===== src/omc_pkg.sv =====
// Package: offsets, fields, reset values and modes of the operating mode controller
package omc_pkg;

  // ----------------------------------------
  // Register offsets
  // ----------------------------------------
  localparam logic [3:0] ADDR_CLOCK_MODE = 4'h0;
  localparam logic [3:0] ADDR_AUX_FLAGS  = 4'h1;
  localparam logic [3:0] ADDR_PWR_STATUS = 4'h2;
  localparam logic [3:0] ADDR_CLK_STATUS = 4'h3;

  // ----------------------------------------
  // Field positions
  // ----------------------------------------
  localparam int CM_DIV_LSB     = 5;
  localparam int CM_LOW_READY   = 3;
  localparam int CM_HIGH_READY  = 2;
  localparam int CM_IDLE_EN     = 1;
  localparam int CM_HIGH_SEL    = 0;
  localparam int AUX_CLOCK_KEEP = 7;
  localparam int AUX_RESERVED3  = 3;
  localparam int AUX_LV_FLAG    = 2;
  localparam int AUX_WD_FLAG    = 0;
  localparam int PS_POWER_DOWN  = 1;
  localparam int PS_TIMEOUT     = 0;

  // ----------------------------------------
  // Reset values
  // ----------------------------------------
  localparam logic [2:0] RST_DIV_SEL  = 3'h0;
  localparam logic       RST_IDLE_EN  = 1'b1;
  localparam logic       RST_HIGH_SEL = 1'b1;

  // ----------------------------------------
  // Divider and timing constants
  // ----------------------------------------
  localparam logic [2:0] DIV_LOW_MAX     = 3'h1;
  localparam int         DIV_WIDTH       = 6;
  localparam logic [1:0] LOW_READY_EDGES = 2'h2;
  localparam logic [3:0] HIGH_SETTLE     = 4'hF;

  // ----------------------------------------
  // Operating modes
  // ----------------------------------------
  typedef enum logic [5:0] {
    OMC_NORMAL    = 6'h01,
    OMC_SLOW      = 6'h02,
    OMC_FULL_STOP = 6'h04,
    OMC_STOP_WD   = 6'h08,
    OMC_IDLE_OFF  = 6'h10,
    OMC_IDLE_ON   = 6'h20
  } omc_mode_t;

endpackage


===== src/omc_sel_if.sv =====
// Interface: clock selection request and oscillator status between modules
`timescale 1ns/100ps
`default_nettype none
interface omc_sel_if;
  logic       high_sel;
  logic [2:0] div_sel;
  logic       high_run;
  logic       sys_tick;
  logic       tap16;
  logic       tap64;
  logic       high_ready;

  modport ctrl (output high_sel, output div_sel, output high_run,
                input sys_tick, input tap16, input tap64, input high_ready);
  modport gen  (input high_sel, input div_sel, input high_run,
                output sys_tick, output tap16, output tap64, output high_ready);
endinterface
`default_nettype wire


===== src/omc_clk_gen.sv =====
// Clock enable generator: high-speed divider taps and selected system tick
`timescale 1ns/100ps
`default_nettype none
module omc_clk_gen (
  input  wire logic clk,
  input  wire logic nrst,
  input  wire logic low_tick,
  omc_sel_if.gen    sel
);

  typedef struct packed {
    logic [omc_pkg::DIV_WIDTH-1:0] div;
    logic [3:0]                    settle;
    logic                          ready;
    logic                          tick;
    logic                          t16;
    logic                          t64;
  } omc_gen_t;

  omc_gen_t r;
  omc_gen_t next_r;
  logic [omc_pkg::DIV_WIDTH-1:0] next_div;
  logic                          div_tick;

  // ----------------------------------------
  // Divider and settle counter
  // ----------------------------------------
  always_comb begin
    next_r   = r;
    next_div = r.div + 1'b1;
    div_tick = 1'b0;
    unique case (sel.div_sel)
      3'h2:    div_tick = (r.div[5:0] == 6'h3F);
      3'h3:    div_tick = (r.div[4:0] == 5'h1F);
      3'h4:    div_tick = (r.div[3:0] == 4'hF);
      3'h5:    div_tick = (r.div[2:0] == 3'h7);
      3'h6:    div_tick = (r.div[1:0] == 2'h3);
      3'h7:    div_tick = r.div[0];
      default: div_tick = 1'b0;
    endcase
    if (sel.high_run) begin
      next_r.div = next_div;
      if (!r.ready) begin
        next_r.settle = r.settle + 1'b1;
        next_r.ready  = (r.settle == omc_pkg::HIGH_SETTLE);
      end
    end else begin
      next_r.div    = '0;
      next_r.settle = '0;
      next_r.ready  = 1'b0;
    end
    next_r.t16 = sel.high_run && (r.div[3:0] == 4'hF);
    next_r.t64 = sel.high_run && (r.div[5:0] == 6'h3F);
    if (sel.high_sel) begin
      next_r.tick = sel.high_run;
    end else if (sel.div_sel <= omc_pkg::DIV_LOW_MAX) begin
      next_r.tick = low_tick;
    end else begin
      next_r.tick = sel.high_run && div_tick;
    end
  end

  always_ff @(posedge clk or negedge nrst) begin
    if (!nrst) begin
      r <= '0;
    end else begin
      r <= next_r;
    end
  end

  assign sel.sys_tick   = r.tick;
  assign sel.tap16      = r.t16;
  assign sel.tap64      = r.t64;
  assign sel.high_ready = r.ready;

endmodule // omc_clk_gen
`default_nettype wire


===== src/omc_wake_sync.sv =====
// Two-stage synchroniser bank for pin-level inputs
`timescale 1ns/100ps
`default_nettype none
module omc_wake_sync #(
  parameter int W = 4
) (
  input  wire logic         clk,
  input  wire logic         nrst,
  input  wire logic [W-1:0] din,
  output logic      [W-1:0] dout
);

  typedef struct packed {
    logic [W-1:0] s1;
    logic [W-1:0] s2;
  } omc_sync_t;

  omc_sync_t r;
  omc_sync_t next_r;

  // ----------------------------------------
  // Synchroniser stages
  // ----------------------------------------
  always_comb begin
    next_r    = r;
    next_r.s1 = din;
    next_r.s2 = r.s1;
  end

  always_ff @(posedge clk or negedge nrst) begin
    if (!nrst) begin
      r <= '0;
    end else begin
      r <= next_r;
    end
  end

  assign dout = r.s2;

endmodule // omc_wake_sync
`default_nettype wire


===== src/omc_mode_ctrl.sv =====
// Operating mode controller: clock selection, halt modes and auxiliary flags
//
// Implementation choices: the strobed register port and the register addresses.
`timescale 1ns/100ps
`default_nettype none
module omc_mode_ctrl (
  input  wire logic       clk,
  input  wire logic       nrst,
  input  wire logic [3:0] addr,
  input  wire logic [7:0] wdata,
  input  wire logic       wr_stb,
  input  wire logic       rd_stb,
  output logic      [7:0] rdata,
  input  wire logic       halt_exec,
  input  wire logic       watchdog_enable,
  input  wire logic       watchdog_bad_code,
  input  wire logic       low_voltage_reset,
  input  wire logic       watchdog_overflow,
  input  wire logic       watchdog_clear_instr,
  input  wire logic       irq_request,
  input  wire logic [3:0] wake_pins,
  input  wire logic [3:0] wake_pin_enable,
  input  wire logic       low_osc_tick,
  output logic            cpu_run,
  output logic            sys_clk_en,
  output logic            timebase_clk_en,
  output logic            watchdog_clk_en,
  output logic            watchdog_counter_clear,
  output logic            high_osc_run,
  output logic            tap16_en,
  output logic            tap64_en,
  output logic            state_hold,
  output logic            wake_reset
);

  typedef struct packed {
    logic [2:0]        div_sel;
    logic              idle_enable;
    logic              high_clock_select;
    logic              low_osc_ready;
    logic [1:0]        low_cnt;
    logic              idle_clock_keep;
    logic              reserved_bit_three;
    logic              low_voltage_reset_flag;
    logic              watchdog_ctrl_reset_flag;
    logic              power_down_flag;
    logic              watchdog_timeout_flag;
    omc_pkg::omc_mode_t mode;
    logic [3:0]        pins_prev;
    logic [7:0]        rdata;
    logic              cpu_run;
    logic              sys_en;
    logic              tb_en;
    logic              wd_en;
    logic              wd_clr;
    logic              high_run;
    logic              t16;
    logic              t64;
    logic              hold;
    logic              wake_rst;
  } omc_state_t;

  omc_state_t r;
  omc_state_t next_r;
  omc_sel_if  sel ();
  logic [3:0] pins_sync;
  logic       lp_mode;
  logic       pin_fall;
  logic       wake;
  logic       low_sel;

  // ----------------------------------------
  // Helpers
  // ----------------------------------------
  function automatic logic omc_uses_low(input logic hs, input logic [2:0] ds);
    return !hs && (ds <= omc_pkg::DIV_LOW_MAX);
  endfunction

  omc_wake_sync #(
    .W (4)
  ) u_sync (
    .clk  (clk),
    .nrst (nrst),
    .din  (wake_pins),
    .dout (pins_sync)
  );

  omc_clk_gen u_gen (
    .clk      (clk),
    .nrst     (nrst),
    .low_tick (low_osc_tick),
    .sel      (sel.gen)
  );

  assign sel.high_sel = r.high_clock_select;
  assign sel.div_sel  = r.div_sel;
  assign sel.high_run = r.high_run;

  // ----------------------------------------
  // Next-state logic
  // ----------------------------------------
  always_comb begin
    next_r    = r;
    low_sel   = omc_uses_low(r.high_clock_select, r.div_sel);
    lp_mode   = (r.mode != omc_pkg::OMC_NORMAL) && (r.mode != omc_pkg::OMC_SLOW);
    pin_fall  = |(r.pins_prev & ~pins_sync & wake_pin_enable);
    wake      = pin_fall || irq_request || watchdog_overflow;
    next_r.pins_prev = pins_sync;
    next_r.wd_clr    = 1'b0;
    next_r.wake_rst  = 1'b0;

    // Register writes
    if (wr_stb && !lp_mode) begin
      unique case (addr)
        omc_pkg::ADDR_CLOCK_MODE: begin
          next_r.div_sel           = wdata[omc_pkg::CM_DIV_LSB +: 3];
          next_r.idle_enable       = wdata[omc_pkg::CM_IDLE_EN];
          next_r.high_clock_select = wdata[omc_pkg::CM_HIGH_SEL];
        end
        omc_pkg::ADDR_AUX_FLAGS: begin
          next_r.idle_clock_keep    = wdata[omc_pkg::AUX_CLOCK_KEEP];
          next_r.reserved_bit_three = wdata[omc_pkg::AUX_RESERVED3];
          if (!wdata[omc_pkg::AUX_LV_FLAG]) begin
            next_r.low_voltage_reset_flag = 1'b0;
          end
          if (!wdata[omc_pkg::AUX_WD_FLAG]) begin
            next_r.watchdog_ctrl_reset_flag = 1'b0;
          end
        end
        default: begin
        end
      endcase
    end
    if (watchdog_bad_code) begin
      next_r.watchdog_ctrl_reset_flag = 1'b1;
    end
    if (low_voltage_reset) begin
      next_r.low_voltage_reset_flag = 1'b1;
    end
    if (watchdog_clear_instr) begin
      next_r.power_down_flag = 1'b0;
    end
    if (watchdog_overflow) begin
      next_r.watchdog_timeout_flag = 1'b1;
    end

    // Halt handling and wake-up
    unique case (r.mode)
      omc_pkg::OMC_NORMAL, omc_pkg::OMC_SLOW: begin
        if (halt_exec) begin
          next_r.power_down_flag       = 1'b1;
          next_r.watchdog_timeout_flag = watchdog_overflow;
          next_r.wd_clr                = 1'b1;
          if (r.idle_enable) begin
            next_r.mode = r.idle_clock_keep ? omc_pkg::OMC_IDLE_ON : omc_pkg::OMC_IDLE_OFF;
          end else begin
            next_r.mode = watchdog_enable ? omc_pkg::OMC_STOP_WD : omc_pkg::OMC_FULL_STOP;
          end
        end else begin
          next_r.mode = low_sel ? omc_pkg::OMC_SLOW : omc_pkg::OMC_NORMAL;
        end
      end
      default: begin
        if (wake) begin
          next_r.mode     = low_sel ? omc_pkg::OMC_SLOW : omc_pkg::OMC_NORMAL;
          next_r.wake_rst = watchdog_overflow;
        end
      end
    endcase

    // Clock gating per mode
    unique case (next_r.mode)
      omc_pkg::OMC_FULL_STOP: begin
        next_r.sys_en = 1'b0;
        next_r.tb_en  = 1'b0;
        next_r.wd_en  = 1'b0;
      end
      omc_pkg::OMC_STOP_WD: begin
        next_r.sys_en = 1'b0;
        next_r.tb_en  = 1'b0;
        next_r.wd_en  = watchdog_enable;
      end
      omc_pkg::OMC_IDLE_OFF: begin
        next_r.sys_en = 1'b0;
        next_r.tb_en  = 1'b1;
        next_r.wd_en  = watchdog_enable;
      end
      omc_pkg::OMC_IDLE_ON: begin
        next_r.sys_en = 1'b1;
        next_r.tb_en  = 1'b1;
        next_r.wd_en  = watchdog_enable;
      end
      default: begin
        next_r.sys_en = 1'b1;
        next_r.tb_en  = 1'b1;
        next_r.wd_en  = watchdog_enable;
      end
    endcase
    next_r.sys_en  = next_r.sys_en && sel.sys_tick;
    next_r.cpu_run = (next_r.mode == omc_pkg::OMC_NORMAL) || (next_r.mode == omc_pkg::OMC_SLOW);
    next_r.hold    = !next_r.cpu_run;

    // High oscillator runs unless slow source chosen or clock stopped
    next_r.high_run = !low_sel && (next_r.mode != omc_pkg::OMC_FULL_STOP) &&
                      (next_r.mode != omc_pkg::OMC_STOP_WD) &&
                      (next_r.mode != omc_pkg::OMC_IDLE_OFF);
    next_r.t16 = sel.tap16 && next_r.high_run;
    next_r.t64 = sel.tap64 && next_r.high_run;

    // Low oscillator ready after wake-up
    if (next_r.mode == omc_pkg::OMC_FULL_STOP) begin
      next_r.low_osc_ready = 1'b0;
      next_r.low_cnt       = '0;
    end else if (!r.low_osc_ready && low_osc_tick) begin
      next_r.low_cnt = r.low_cnt + 1'b1;
      if (r.low_cnt + 1'b1 >= omc_pkg::LOW_READY_EDGES - 1'b1) begin
        next_r.low_osc_ready = 1'b1;
      end
    end

    // Read data one cycle after the strobe
    next_r.rdata = '0;
    if (rd_stb) begin
      unique case (addr)
        omc_pkg::ADDR_CLOCK_MODE: begin
          next_r.rdata = {r.div_sel, 1'b0, r.low_osc_ready, sel.high_ready,
                          r.idle_enable, r.high_clock_select};
        end
        omc_pkg::ADDR_AUX_FLAGS: begin
          next_r.rdata = {r.idle_clock_keep, 3'h0, r.reserved_bit_three,
                          r.low_voltage_reset_flag, 1'b0, r.watchdog_ctrl_reset_flag};
        end
        omc_pkg::ADDR_PWR_STATUS: begin
          next_r.rdata = {6'h00, r.power_down_flag, r.watchdog_timeout_flag};
        end
        omc_pkg::ADDR_CLK_STATUS: begin
          next_r.rdata = {2'h0, r.mode};
        end
        default: begin
          next_r.rdata = 8'h00;
        end
      endcase
    end
  end

  // ----------------------------------------
  // State register
  // ----------------------------------------
  always_ff @(posedge clk or negedge nrst) begin
    if (!nrst) begin
      r                          <= '0;
      r.div_sel                  <= omc_pkg::RST_DIV_SEL;
      r.idle_enable              <= omc_pkg::RST_IDLE_EN;
      r.high_clock_select        <= omc_pkg::RST_HIGH_SEL;
      r.mode                     <= omc_pkg::OMC_NORMAL;
      r.cpu_run                  <= 1'b1;
      r.sys_en                   <= 1'b1;
      r.tb_en                    <= 1'b1;
      r.high_run                 <= 1'b1;
    end else begin
      r <= next_r;
    end
  end

  assign rdata                  = r.rdata;
  assign cpu_run                = r.cpu_run;
  assign sys_clk_en             = r.sys_en;
  assign timebase_clk_en        = r.tb_en;
  assign watchdog_clk_en        = r.wd_en;
  assign watchdog_counter_clear = r.wd_clr;
  assign high_osc_run           = r.high_run;
  assign tap16_en               = r.t16;
  assign tap64_en               = r.t64;
  assign state_hold             = r.hold;
  assign wake_reset             = r.wake_rst;

endmodule // omc_mode_ctrl
`default_nettype wire


===== config.mk =====
export PLATFORM = sky130hd
export DESIGN_NAME = omc_mode_ctrl
export DESIGN_NICKNAME = d
export VERILOG_FILES = /design/src/omc_pkg.sv /design/src/omc_sel_if.sv /design/src/omc_clk_gen.sv /design/src/omc_wake_sync.sv /design/src/omc_mode_ctrl.sv
export SDC_FILE = /design/constraint.sdc
export NUM_CORES = 1
export LEC_CHECK = 0
export BUFFER_PORTS_ARGS = -buffer_cell sky130_fd_sc_hd__buf_2
export CAP_MARGIN = 20
export CORE_MARGIN = 3
export CORE_UTILIZATION = 52
export DETAILED_ROUTE_END_ITERATION = 16
export GPL_ROUTABILITY_DRIVEN = 0
export HOLD_SLACK_MARGIN = 0.02
export PLACE_DENSITY = 0.78
export SETUP_SLACK_MARGIN = 0.02
export SYNTH_ARGS = -nofsm -noshare
export SYNTH_HDL_FRONTEND = slang
export SYNTH_SLANG_ARGS = --single-unit

===== constraint.sdc =====
create_clock -name clk -period 2.6 [get_ports clk]
set_input_delay 0.13 -clock clk [delete_from_list [all_inputs] [get_ports clk]]
set_output_delay 0.13 -clock clk [all_outputs]
set_load 0.05 [all_outputs]

==> results.toml <==
[critical_path]
arrival_ns = 2.35
crit_required_ns = 2.82
r2r_cells = 4
crit_type = "reg2reg"
critical_path.endpoint_type = "flip-flop"
crit_path_max_fanout = 8
start_kind = "flip-flop"

[place]
dp_hpwl_um = 3426
dp.cells = 324
port_buffers = 48
postPlaceCellArea_sq_um = 3013

[global_routing]
grt_usage = 0.1821
grt_overflow = 0
grt_max_degree = 65
grt_pass1_vias = 1854
antenna_found_initial = 0
grt_pass1_wl_um = 8556

[clocking]
clk_pin_slew_ns = 0.07
hold_buffers = 14
ctsResizeCount = 0
cts_num_sinks = 64
h-tree-depth = 3
cts_max_path_buffers = 2
clk_latency_ns = 0.34
cts-buffers-inserted = 9
cts_tree = "done"
cts_setup_buffers = 0
ctsRootBufferMaster = "clkbuf_8"

[sta]
period_share = 0.8203
worst_slew_pin_slew_ns = 0.7476
fin_worst_skew_ns = 0.006718
hold_viol_final = 0
rsz0062_at_grt = "no"
max_slew_margin = 0.5016
setup-tns-final_ns = 0
setup-violations-final = 0
drv_slew = 0
max_freq_ghz = 0.4689
post-route-min-period_ns = 2.133

[job]
cap_violations = 0

[floorplan]
io_pins = 50
dieArea_sq_um = 6218
start_util = 0.5620
die_w_um = 78.86
coreArea_sq_um = 4911
dieHeight_um = 78.86
row_count = 25

[logic_synthesis]
synth.largest_area_cell = "dfrtp_1"
yosys_register_bits = 64
async_flop_share = 1.000
yosysWarnings = 0
synth_edf_count = 0
synth_area_leaders = "dfrtp_1 (52%), dfstp_2 (6.7%), mux2i_1 (2.9%), buf_4 (2.4%), mux2_1 (2.4%)"
synthesis.area_sq_um = 2760
synth.most_common_cell = "dfrtp_1"
synth_area_per_cell_sq_um = 12.55
syn_inst = 220
syn_nets = 257
synth_commonest_cells = "dfrtp_1 (57), nor2_1 (17)"
seq_area_frac_synth = 0.5834
synth.distinct_cells = 51
synth.top_cell.area_share = 0.5168
synth_ff_type = "dfrtp_1"

[routing]
route.detailed.drc = 0
first_pass_iters = 4
routed_wl_um = 5014
wl_per_cell_um = 14.16
drt_iter0_drc = 122
ant_nets = 0
vias_per_cell = 5.130
vias = 1816

[pwr]
ir_drop_uv = 444.8
leakage_nw = 1.542
power.total_mw = 3.200
p_per_area_nw_per_um2 = 964.5

[finish]
final_cells = 354
drive_above_1_share = 0.2927
design_area_sq_um = 3318
diodes = 0
layout.nets = 319
area_delta_synth_final_pct = 20.22

[status]
status = "completed"

[worst_hold_path]
hold_class = "in2reg"
holdPathStages = 2
-- sequential cells by signal, summed over array words and instances (netlist names) --
signal                  count
cpu_run                     1
high_osc_run                1
r                          20
rdata                       8
sel.div_sel                 3
sel.high_sel                1
state_hold                  1
sys_clk_en                  1
tap16_en                    1
tap64_en                    1
timebase_clk_en             1
u_gen.r                    10
u_gen.sel.high_ready        1
u_gen.sel.sys_tick          1
u_gen.sel.tap16             1
u_gen.sel.tap64             1
u_sync.dout                 4
u_sync.next_r               4
wake_reset                  1
watchdog_clk_en             1
watchdog_counter_clear      1
-- per-stage QoR --
stage,setup WS [ns],hold WS (ns),utilization
floorplan,0.7029,-0.1656,-
global placement,0.5205,0.2374,0.6135
detailed placement,0.4960,0.2393,0.6135
CTS,0.4713,0.02346,0.6757
global route,0.3067,0.03893,0.6757
finish,0.4672,0.04171,0.6757
-- cell usage in the layout (no fill, tap or decap), drive strengths merged, types with 4 or more instances in the layout --
cell type,instances
mux2,8
mux2i,8
dfstp,7
nor2b,8
nand3,5
inv,9
nor3,6
nand2,9
dfrtp,57
buf,49
xnor2,6
clkbuf,11
nand2b,4
ha,5
o21ai,7
and2,9
dlygate4sd3,14
nor2,17
-- layer usage --
metal / part of all wire / vias up / wire (um) / global-route usage
met2: 0.48 / 51 / 2411 / 0.2920
met3: 0.057 / 13 / 284 / 0.06122
met1: 0.44 / 860 / 2195 / 0.2254
met4: 0.025 / 0 / 123 / 0.07904
met5: 0 / - / 0 / 0
li1: - / 892 / - / -
-- cell families after synthesis --
| family | Yosys count | synth area share |
|---|---|---|
| flip-flops | 64 | 0.5834 |
| AND/OR/NAND/NOR | 76 | 0.1668 |
| multiplexers | 17 | 0.06981 |
| AO/OA/AOI/OAI | 30 | 0.09430 |
| buffers and inverters | 21 | 0.04079 |
| XOR/XNOR | 7 | 0.02221 |
| adder cells (fa/ha/maj) | 5 | 0.02267 |
-- power by group --
group | total [mW] | switching, mW | internal, mW
logic | 1.02 | 0.605 | 0.411
registers | 1.47 | 0.220 | 1.25
clock network | 0.712 | 0.368 | 0.344
-- layout make-up --
| cell class | count | area, sq um |
|---|---|---|
| sequential | 64 | 1610 |
| fill | 388 | 1593 |
| multi-input combinational | 135 | 1037 |
| timing repair buffer | 63 | 387.9 |
| clock buffer | 11 | 131.4 |
| tap | 67 | 83.83 |
| clock inverter | 5 | 33.78 |
| inverter | 9 | 33.78 |
-- critical path, stage by stage (launching register included) --
cell,delay (ns)
dfstp_2,0.56
xor2_1,0.36
and2_1,0.43
nand4_1,0.30
mux2_1,0.38
-- worst paths after layout --
check | from | endpoint | slack (ns)
setup / recovery | r[22]$_DFF_PN1_ | r[32]$_DFFE_PN0P_ | 0.47
hold / removal | watchdog_enable | r[25]$_DFF_PN0_ | 0.04
setup reg to reg | r[22]$_DFF_PN1_ | r[32]$_DFFE_PN0P_ | 0.47
hold reg to reg | u_sync.next_r[3]$_DFF_PN0_ | u_sync.dout[3]$_DFF_PN0_ | 0.35
max in group asynchronous | nrst | rdata[4]$_DFF_PN0_ | 1.62
min in group asynchronous | nrst | u_sync.next_r[3]$_DFF_PN0_ | 0.50
Note: power is estimated with default switching activity, not from simulation.
